--- config.mk ---
export PLATFORM = sky130hd
export DESIGN_NAME = smr_core
export DESIGN_NICKNAME = d
export VERILOG_FILES = /design/src/smr_pkg.sv /design/src/smr_core.sv
export SDC_FILE = /design/constraint.sdc
export NUM_CORES = 1
export LEC_CHECK = 0
export BUFFER_PORTS_ARGS = -buffer_cell sky130_fd_sc_hd__buf_2
export CORE_MARGIN = 5
export CORE_UTILIZATION = 56
export CTS_CLUSTER_SIZE = 8
export DETAILED_ROUTE_END_ITERATION = 6
export PLACE_DENSITY = 0.83
export SLEW_MARGIN = 20
export SYNTH_ARGS = -nofsm -noshare
export SYNTH_HDL_FRONTEND = slang
export SYNTH_SLANG_ARGS = --single-unit
--- constraint.sdc ---
create_clock -name pclk -period 1.95 [get_ports pclk]
set_input_delay 0.0975 -clock pclk [delete_from_list [all_inputs] [get_ports pclk]]
set_output_delay 0.0975 -clock pclk [all_outputs]
set_load 0.01 [all_outputs]
--- src/smr_pkg.sv ---
// Package for the shift, move and return execution unit.
// Assumes one 50 MHz clock; shared by the unit and its register bus.
package smr_pkg;
  // Opcode codes written by software into the command register
  typedef enum logic [2:0] {
    smr_nop = 3'h0,
    smr_lsl = 3'h1,
    smr_lsr = 3'h2,
    smr_rlc = 3'h3,
    smr_mov = 3'h4,
    smr_rfi = 3'h5,
    smr_ret = 3'h6,
    smr_rlw = 3'h7
  } smr_op_e;

  // Byte addresses of the APB registers
  localparam logic [7:0] ADDR_CMD = 8'h00;
  localparam logic [7:0] ADDR_FILE = 8'h04;
  localparam logic [7:0] ADDR_ACC = 8'h08;
  localparam logic [7:0] ADDR_STATUS = 8'h0C;
  localparam logic [7:0] ADDR_PC = 8'h10;
  localparam logic [7:0] ADDR_TOS = 8'h14;
  localparam logic [7:0] ADDR_IRQCTL = 8'h18;

  // Command register field positions
  localparam int CMD_OP_LO = 0;
  localparam int CMD_OP_HI = 2;
  localparam int CMD_DEST = 3;
  localparam int CMD_LIT_LO = 8;
  localparam int CMD_LIT_HI = 15;

  // Status and control bit positions
  localparam int STAT_C = 0;
  localparam int STAT_Z = 1;
  localparam int STAT_BUSY = 2;
  localparam int GIE_BIT = 7;

  // Return instructions take two cycles
  localparam logic [1:0] RET_CYCLES = 2'h2;
  localparam int PC_W = 15;

  // Decoded command carried between bus and execute logic
  typedef struct packed {
    smr_op_e op;
    logic dest;
    logic [7:0] lit;
  } smr_cmd_s;
endpackage

--- src/smr_core.sv ---
// Execution unit for shift, rotate, move and return instructions.
// Assumes an APB master on pclk; one command is issued per command write made while no return is running.
// Summary of operation
// [RULE_01] Left shift: bit7 to carry, zero in
// [RULE_02] Right shift: bit0 to carry, zero in
// [RULE_03] Destination 0 accumulator, 1 file register
// [RULE_04] Rotate left through carry, only carry changes
// [RULE_05] Move file copies and updates zero
// [RULE_06] Interrupt return pops, loads pc, sets enable
// [RULE_07] Plain return pops, loads pc, two cycles
// [RULE_08] Literal return loads accumulator, pops, two cycles
// [RULE_09] Zero flag set when result is zero
`timescale 1ns/10ps
`default_nettype none
module smr_core (
  input wire logic pclk,
  input wire logic presetn,
  input wire logic psel,
  input wire logic penable,
  input wire logic pwrite,
  input wire logic [7:0] paddr,
  input wire logic [31:0] pwdata,
  output logic [31:0] prdata,
  output logic pready,
  output logic pslverr,
  output logic global_irq_enable,
  output logic busy
);
  // Architectural state
  logic [7:0] file_reg; // Addressed file register
  logic [7:0] acc; // Accumulator
  logic carry; // Carry flag
  logic zero; // Zero flag
  logic [smr_pkg::PC_W-1:0] pc; // Program counter
  logic [smr_pkg::PC_W-1:0] stack_top_value; // Top of return stack
  logic [7:0] irq_control_reg; // Interrupt control, bit 7 is global enable
  logic [1:0] ret_cnt; // Cycles left of a return
  smr_pkg::smr_cmd_s cmd; // Command in progress

  // Bus decode
  logic acc_phase;
  logic wr_en;
  logic cmd_wr;
  logic [7:0] res;
  logic next_c;
  logic mapped;
  logic ret_cmd; // Command word names one of the three returns
  assign acc_phase = psel && penable;
  assign wr_en = acc_phase && pwrite;
  // Opcodes from the interrupt return upwards are the two-cycle returns
  assign ret_cmd = pwdata[smr_pkg::CMD_OP_HI:smr_pkg::CMD_OP_LO] >= smr_pkg::smr_rfi;
  // Commands are refused while a return is still running
  assign cmd_wr = wr_en && paddr == smr_pkg::ADDR_CMD && ret_cnt == 2'h0;

  // Combinational result of single-cycle ops
  always_comb begin
    res = file_reg;
    next_c = carry;
    unique case (smr_pkg::smr_op_e'(pwdata[smr_pkg::CMD_OP_HI:smr_pkg::CMD_OP_LO]))
      smr_pkg::smr_lsl: begin
        res = {file_reg[6:0], 1'b0}; // [RULE_01]
        next_c = file_reg[7]; // [RULE_01]
      end
      smr_pkg::smr_lsr: begin
        res = {1'b0, file_reg[7:1]}; // [RULE_02]
        next_c = file_reg[0]; // [RULE_02]
      end
      smr_pkg::smr_rlc: begin
        res = {file_reg[6:0], carry}; // [RULE_04]
        next_c = file_reg[7]; // [RULE_04]
      end
      default: begin
        res = file_reg; // Move passes the value through [RULE_05]
        next_c = carry;
      end
    endcase
  end

  // Register writes, destination select and flags
  // The single-cycle ops finish at the command edge itself; the sequencer still copies them into cmd but starts no count for them
  always_ff @(posedge pclk or negedge presetn) begin
    if (!presetn) begin
      file_reg <= 8'h00;
      acc <= 8'h00;
      carry <= 1'b0;
      zero <= 1'b0;
    end else if (cmd_wr) begin
      unique case (smr_pkg::smr_op_e'(pwdata[smr_pkg::CMD_OP_HI:smr_pkg::CMD_OP_LO]))
        smr_pkg::smr_lsl, smr_pkg::smr_lsr, smr_pkg::smr_rlc, smr_pkg::smr_mov: begin
          if (pwdata[smr_pkg::CMD_DEST]) begin
            file_reg <= res; // [RULE_03]
          end else begin
            acc <= res; // [RULE_03]
          end
          carry <= next_c;
          // Rotate leaves zero alone [RULE_04]
          if (pwdata[smr_pkg::CMD_OP_HI:smr_pkg::CMD_OP_LO] != smr_pkg::smr_rlc) begin
            zero <= (res == 8'h00); // [RULE_09] [RULE_05]
          end
        end
        smr_pkg::smr_rlw: begin
          acc <= pwdata[smr_pkg::CMD_LIT_HI:smr_pkg::CMD_LIT_LO]; // [RULE_08]
        end
        default: begin
          // Plain returns leave flags untouched [RULE_07]
        end
      endcase
    end else if (wr_en && paddr == smr_pkg::ADDR_FILE) begin
      file_reg <= pwdata[7:0];
    end else if (wr_en && paddr == smr_pkg::ADDR_ACC) begin
      acc <= pwdata[7:0];
    end
  end

  // Return sequencer: pops on the second cycle
  // The command is kept so that the pop cycle knows which return it finishes
  always_ff @(posedge pclk or negedge presetn) begin
    if (!presetn) begin
      ret_cnt <= 2'h0;
      cmd <= '0;
    end else if (cmd_wr) begin
      cmd.op <= smr_pkg::smr_op_e'(pwdata[smr_pkg::CMD_OP_HI:smr_pkg::CMD_OP_LO]);
      cmd.dest <= pwdata[smr_pkg::CMD_DEST];
      cmd.lit <= pwdata[smr_pkg::CMD_LIT_HI:smr_pkg::CMD_LIT_LO];
      // Only the returns start the counter; other ops are done already
      if (ret_cmd) begin
        ret_cnt <= smr_pkg::RET_CYCLES - 2'h1; // [RULE_06] [RULE_07] [RULE_08]
      end
    end else if (ret_cnt != 2'h0) begin
      ret_cnt <= ret_cnt - 2'h1;
    end
  end

  // Program counter; the pop cycle takes priority over a software load in that cycle
  always_ff @(posedge pclk or negedge presetn) begin
    if (!presetn) begin
      pc <= '0;
    end else if (ret_cnt == 2'h1) begin
      // Second cycle of a return: the popped value becomes the program counter
      pc <= stack_top_value; // [RULE_06] [RULE_07] [RULE_08]
    end else if (wr_en && paddr == smr_pkg::ADDR_PC) begin
      // Software load, used to set a known starting point
      pc <= pwdata[smr_pkg::PC_W-1:0];
    end
  end

  // Stack top; one entry only, loaded by software before a return is issued
  // A deeper stack would need push logic that this unit does not have
  always_ff @(posedge pclk or negedge presetn) begin
    if (!presetn) begin
      stack_top_value <= '0;
    end else if (wr_en && paddr == smr_pkg::ADDR_TOS) begin
      stack_top_value <= pwdata[smr_pkg::PC_W-1:0];
    end
  end

  // Interrupt control register
  // A software write and the hardware set may meet in one cycle: the set comes
  // last so that it wins, while the other bits of the write still land
  always_ff @(posedge pclk or negedge presetn) begin
    if (!presetn) begin
      irq_control_reg <= 8'h00;
    end else begin
      if (wr_en && paddr == smr_pkg::ADDR_IRQCTL) begin
        irq_control_reg <= pwdata[7:0];
      end
      if (ret_cnt == 2'h1 && cmd.op == smr_pkg::smr_rfi) begin
        irq_control_reg[smr_pkg::GIE_BIT] <= 1'b1; // [RULE_06]
      end
    end
  end

  // Read data, zero-wait answer, error on unmapped address
  always_comb begin
    mapped = 1'b1;
    unique case (paddr)
      smr_pkg::ADDR_CMD, smr_pkg::ADDR_FILE, smr_pkg::ADDR_ACC, smr_pkg::ADDR_STATUS,
      smr_pkg::ADDR_PC, smr_pkg::ADDR_TOS, smr_pkg::ADDR_IRQCTL: mapped = 1'b1;
      default: mapped = 1'b0;
    endcase
  end

  // Bus answer: registered, so a master sees ready in its first access cycle
  // Extending the access phase is not supported; ready stands for one cycle only
  always_ff @(posedge pclk or negedge presetn) begin
    if (!presetn) begin
      prdata <= 32'h0000_0000;
      pready <= 1'b0;
      pslverr <= 1'b0;
    end else begin
      // Answer arrives in the first cycle of the access phase
      pready <= psel && !penable;
      pslverr <= psel && !penable && !mapped;
      unique case (paddr)
        smr_pkg::ADDR_FILE: prdata <= {24'h000000, file_reg};
        smr_pkg::ADDR_ACC: prdata <= {24'h000000, acc};
        smr_pkg::ADDR_STATUS: prdata <= {29'h0, ret_cnt != 2'h0, zero, carry};
        smr_pkg::ADDR_PC: prdata <= {17'h0, pc};
        smr_pkg::ADDR_TOS: prdata <= {17'h0, stack_top_value};
        smr_pkg::ADDR_IRQCTL: prdata <= {24'h000000, irq_control_reg};
        default: prdata <= 32'h0000_0000;
      endcase
    end
  end

  // Status pins straight from flip-flops
  // Busy covers both cycles of a return; single-cycle ops never raise it
  always_ff @(posedge pclk or negedge presetn) begin
    if (!presetn) begin
      global_irq_enable <= 1'b0;
      busy <= 1'b0;
    end else begin
      global_irq_enable <= irq_control_reg[smr_pkg::GIE_BIT];
      busy <= (ret_cnt != 2'h0) || (cmd_wr && ret_cmd);
    end
  end
endmodule
`default_nettype wire

# [Word level (Yosys, flattened, before mapping)]
# Cells that the tools add are included.
[totals] ff_bits=97 inputBits=45
[op_classes] add_sub_neg=1 magnitude_cmp=1 eq_ne=20 muxes=20 reduce_logical=34
[ops] op="$pmux 15 s6" count=1
[ops] op="$mux 8" count=9
[ops] op="$mux 15" count=2
[ops] op="$eq 8x5->1 const B" count=3
[ops] op="$pmux 8 s3" count=1
[ops] op="$eq 8x4->1 const B" count=2
[ops] op="$logic_not 8->1" count=2
[ops] op="$pmux 8 s2" count=1
[ops] op="$reduce_bool 2->1" count=7
[ops] op="$logic_and 1x1->1" count=13
[ops] op="$eq 3x3->1 const B" count=3
[ops] op="$reduce_and 3->1" count=3
[ops] op="$eq 8x3->1 const B" count=1
[ops] op="$reduce_or 7->1" count=1
[ops] op="$eq 3x2->1 const B" count=2
[ops] op="$mux 2" count=3
[ops] op="$ne 2x1->1 const B" count=2
[ops] op="$ne 2x2->1 const B" count=2
[ops] op="$reduce_and 4->1" count=1
[ops] op="$reduce_or 4->1" count=1
[ops] op="$eq 3x1->1 const B" count=1
[ops] op="$ge 3x3->1 const B" count=1
[ops] op="$ne 3x1->1 const B" count=1
[ops] op="$ne 3x2->1 const B" count=1
[ops] op="other kinds (10)" count=12

# [Logic depth before layout (Yosys ltp)]
[logic_depth] ltp_word=6 depth_mapped=8 depth_no_buf=5

# [Worst setup path before layout]
# Ideal clock, no wire load.
[synth_timing] path_kind="input to register" start="in pwdata[1]" end="reg acc[0]" arrival_ns=1.569 path_slack_ns=0.256 cell_stages=8 path_cell_list="buf_2 > or2_1 > buf_4 > xnor2_1 > and4_4 > a211o_1 > buf_2 > mux2_2"
[synth_via] elab_chain_len=5 word_cells_on_any_way=13
[synth_lines] element="from (decl)" line_no="smr_core.sv:22" source="input wire logic [31:0] pwdata,"
[synth_lines] element="$eq 3x2->1 or $eq 3x1->1 (tied branches)" line_no="smr_core.sv:59, smr_core.sv:88"
[synth_lines] element="$pmux 8 s3" line_no="smr_core.sv:59" source="unique case (smr_pkg::smr_op_e'(pwdata[smr_pkg::CMD_OP_HI:smr_pkg::CMD_OP_LO]))"
[synth_lines] element="$mux 8" line_no="smr_core.sv:90" source="if (pwdata[smr_pkg::CMD_DEST]) begin"
[synth_lines] element="$pmux 8 s2" line_no="smr_core.sv:88" source="unique case (smr_pkg::smr_op_e'(pwdata[smr_pkg::CMD_OP_HI:smr_pkg::CMD_OP_LO]))"
[synth_lines] element="$mux 8" line_no="smr_core.sv:87" source="end else if (cmd_wr) begin"
[synth_lines] element="to (signal assigned)" line_no="smr_core.sv:93" source="acc <= res;"
[synth_lines] element="to (signal assigned)" line_no="smr_core.sv:102" source="acc <= pwdata[smr_pkg::CMD_LIT_HI:smr_pkg::CMD_LIT_LO];"
[synth_lines] element="to (signal assigned)" line_no="smr_core.sv:111" source="acc <= pwdata[7:0];"
[synth_lines] element="to (decl)" line_no="smr_core.sv:31" source="logic [7:0] acc;"
# Parallel ways exist; a longest one is shown, timed or not. The select of a mux whose other input is x is not followed.
# A chain may end at the register's enable or synchronous reset.

# [Final worst setup path]
[layout_timing] start="reg ret_cnt[1]" end="reg acc[3]"
[layout_via] elab_chain_len=4 word_cells_on_any_way=8
[layout_lines] element="from (decl)" line_no="smr_core.sv:37" source="logic [1:0] ret_cnt;"
[layout_lines] element="from (signal assigned)" line_no="smr_core.sv:127" source="ret_cnt <= smr_pkg::RET_CYCLES - 2'h1;"
[layout_lines] element="from (signal assigned)" line_no="smr_core.sv:130" source="ret_cnt <= ret_cnt - 2'h1;"
[layout_lines] element="$logic_not 2->1 (*)" line_no="smr_core.sv:53" source="assign cmd_wr = wr_en && paddr == smr_pkg::ADDR_CMD && ret_cnt == 2'h0;"
[layout_lines] element="$logic_and 1x1->1 (*)" line_no="smr_core.sv:53"
[layout_lines] element="$ne 3x1->1 (no source line) (tied with other cells)"
[layout_lines] element="$reduce_and 4->1 (no source line)"
# Every way passes the cells marked *; elsewhere a longest branch is shown, timed or not.

==> flow_metrics.tcl <==
set metrics [dict create \
    fmax_mhz 543 \
    drive_gt1_share_pct 27.8 \
    cts_buffers 9 \
    hold_slack_ns 0.0283 \
    p_leak_nw 2.37 \
    synth-seq-cells 80 \
    rsz0062_at_grt "no" \
    grt_pass1_vias 3367 \
    status "finished, final reports clean" \
    cap_viol_max_count 0 \
    cp.arrival_ns 2.08 \
    setup_viol 0 \
    antenna_found_initial 0 \
    slew_headroom_pct 50.4 \
    port_buffers 47 \
    synthFlopType "dfrtp_1" \
    wl_um 11000 \
    grt_max_degree 43 \
    hold_viol 0 \
    hpwl_um 7650 \
    die_area_um2 9510 \
    finalSetupTns_ns 0 \
    synth_edf_count 0 \
    final_cell_mix "dfrtp_1, buf_2, o21ai_0, nor2_1" \
    period_share_pct 94.4 \
    worst-path-max-fanout 8 \
    critPathLaunchType "flop" \
    power_density_nw_per_um2 680 \
    die_h_um 97.5 \
    r2r_slack_ns 0.11 \
    cp-end-kind "flop" \
    grt_overflow_total 0 \
    ioPinCount 81 \
    fin_skew_ns 0.00735 \
    yosys_warnings 0 \
    core_area_um2 7610 \
    path_clk_slew_ns 0.08 \
    synthCells 416 \
    wl_per_cell_um 19.1 \
    cts_sinks 80 \
    ir_drop_mv 0.397 \
    via_per_inst 6.10 \
    dpl_cell_area_um2 4610 \
    worst-setup-path-type "reg -> reg" \
    core.rowCount 32 \
    seq_area_frac_synth_pct 46.7 \
    clk_path_buf_depth 2 \
    cts_tree "built" \
    start_util_pct 56.4 \
    postCtsSetupRepairBufs 0 \
    area_growth_pct 13.3 \
    num_vias 3494 \
    largest_registers "pc (15), prdata (15), stack_top_value (15)" \
    clock_latency_ns 0.36 \
    period_minus_slack_ns 1.84 \
    htreeDepth 3 \
    required_ns 2.19 \
    grt_pass1_wl_um 17300 \
    tightestPinTransition_ns 0.742 \
    ant_nets 0 \
    track_usage_pct 22.6 \
    syn_area_um2 4290 \
    synth.distinct_cells 51 \
    report.final.slew_viol_count 0 \
    drt_iter0_markers 294 \
    fin_area_um2 4860 \
    clockRootBuffer "clkbuf_8" \
    syn_avg_cell_area_um2 10.3 \
    async_reset_ff_share_pct 100 \
    num_antenna_cells 0 \
    final_common_cell "dfrtp_1" \
    place.gp.congestion 0.930 \
    min_path_type "in -> reg" \
    die_w_um 97.5 \
    drcViolationCount 0 \
    dr.pass1.iters 5 \
    final_nets 511 \
]
[cell families (layout without fill, tap and decap cells)]
kind of cell,after synthesis,count (layout),share of synthesized area [%]
buffers and inverters,56,95,7.24
flip-flops,80,80,46.7
multiplexers,59,59,15.7
AO/OA/AOI/OAI,116,116,17.4
AND/OR/NAND/NOR,101,101,12.3
other,1,17,0.0875
XOR/XNOR,3,3,0.613
[worst paths after layout]
check | startpoint | endpoint | cells past startpoint
max | ret_cnt[1] | acc[3] | 4
max reg2reg | ret_cnt[1] | acc[3] | 4
min reg2reg | irq_control_reg[7] | global_irq_enable | 0
min in group asynchronous | presetn | prdata[9] | 2
min | pwdata[9] | stack_top_value[9] | 2
max in group asynchronous | presetn | pc[4] | 3
[power by group]
group	switching [W]	leakage, nW	internal (W)	total [W]
clock network	0.000612	0.0948	0.000662	0.00127
registers	0.0000197	1.09	0.00168	0.00170
logic	0.000210	1.18	0.000121	0.000331
total	0.000842	2.37	0.00246	0.00331
[timing repair]
| item | CTS | global route |
|---|---|---|
| hold buffers | 3 | 0 |
| endpoints found under the setup margin | 0 | 2 |
| gates resized for setup | 0 | 1 |
| endpoints found under the hold margin | 41 | 0 |
[Yosys cell counts, types with 2 or more instances]
| cell | n | area (um2) |
|---|---|---|
| a211o_1 | 5 | 43.8 |
| a211oi_1 | 3 | 22.5 |
| a21o_1 | 3 | 22.5 |
| a21oi_1 | 29 | 145 |
| a22o_1 | 7 | 61.3 |
| a22oi_1 | 10 | 75.1 |
| and2_1 | 5 | 31.3 |
| and3_1 | 3 | 18.8 |
| buf_1 | 4 | 15.0 |
| buf_2 | 11 | 55.1 |
| buf_4 | 19 | 143 |
| buf_6 | 2 | 22.5 |
| clkbuf_1 | 13 | 48.8 |
| dfrtp_1 | 80 | 2000 |
| inv_1 | 6 | 22.5 |
| mux2_2 | 25 | 282 |
| mux2_4 | 10 | 150 |
| mux2i_1 | 24 | 240 |
| nand2_1 | 28 | 105 |
| nand2b_1 | 2 | 12.5 |
| nand3_1 | 8 | 40.0 |
| nand4_1 | 2 | 12.5 |
| nand4b_1 | 2 | 17.5 |
| nor2_1 | 29 | 109 |
| nor2b_1 | 4 | 25.0 |
| nor3_1 | 8 | 40.0 |
| o21ai_0 | 31 | 155 |
| o221ai_1 | 7 | 61.3 |
| o22ai_1 | 13 | 81.3 |
| xor2_1 | 2 | 17.5 |
[metal layers]
layer / GRT usage, % / wire, um / vias to the layer above
li1: - / - / 1573
met1: 29.7 / 4520 / 1694
met2: 38.0 / 5380 / 199
met3: 3.23 / 796 / 28
met4: 8.20 / 258 / 0
met5: 0 / 0 / -
[critical path, stage by stage (launching register included)]
cell and delay (ns):
dfrtp_1 0.42, nor2_1 0.29, and4_4 0.30, a211o_1 0.32
mux2_2 0.39
[layout make-up]
class	count	area [um2]
fill	601	2750
multi-input combinational	296	2050
sequential	80	2000
timing repair buffer	72	445
clock buffer	12	155
tap	102	128
clock inverter	4	52.6
inverter	7	26.3
[through the flow]
step / instances / setup WS (ns) / power (W) / util (%)
after floorplan: 432 / 0.256 / 0.00193 / -
final: 573 / 0.109 / 0.00331 / 63.9
after detailed placement: 554 / 0.0177 / 0.00205 / 60.6
after global placement: 554 / 0.100 / 0.00204 / 60.6
after global routing: 573 / 0.0170 / 0.00340 / 63.9
after CTS: 573 / 0.0131 / 0.00330 / 63.8
No activity file was read; power rests on OpenSTA's default activity.
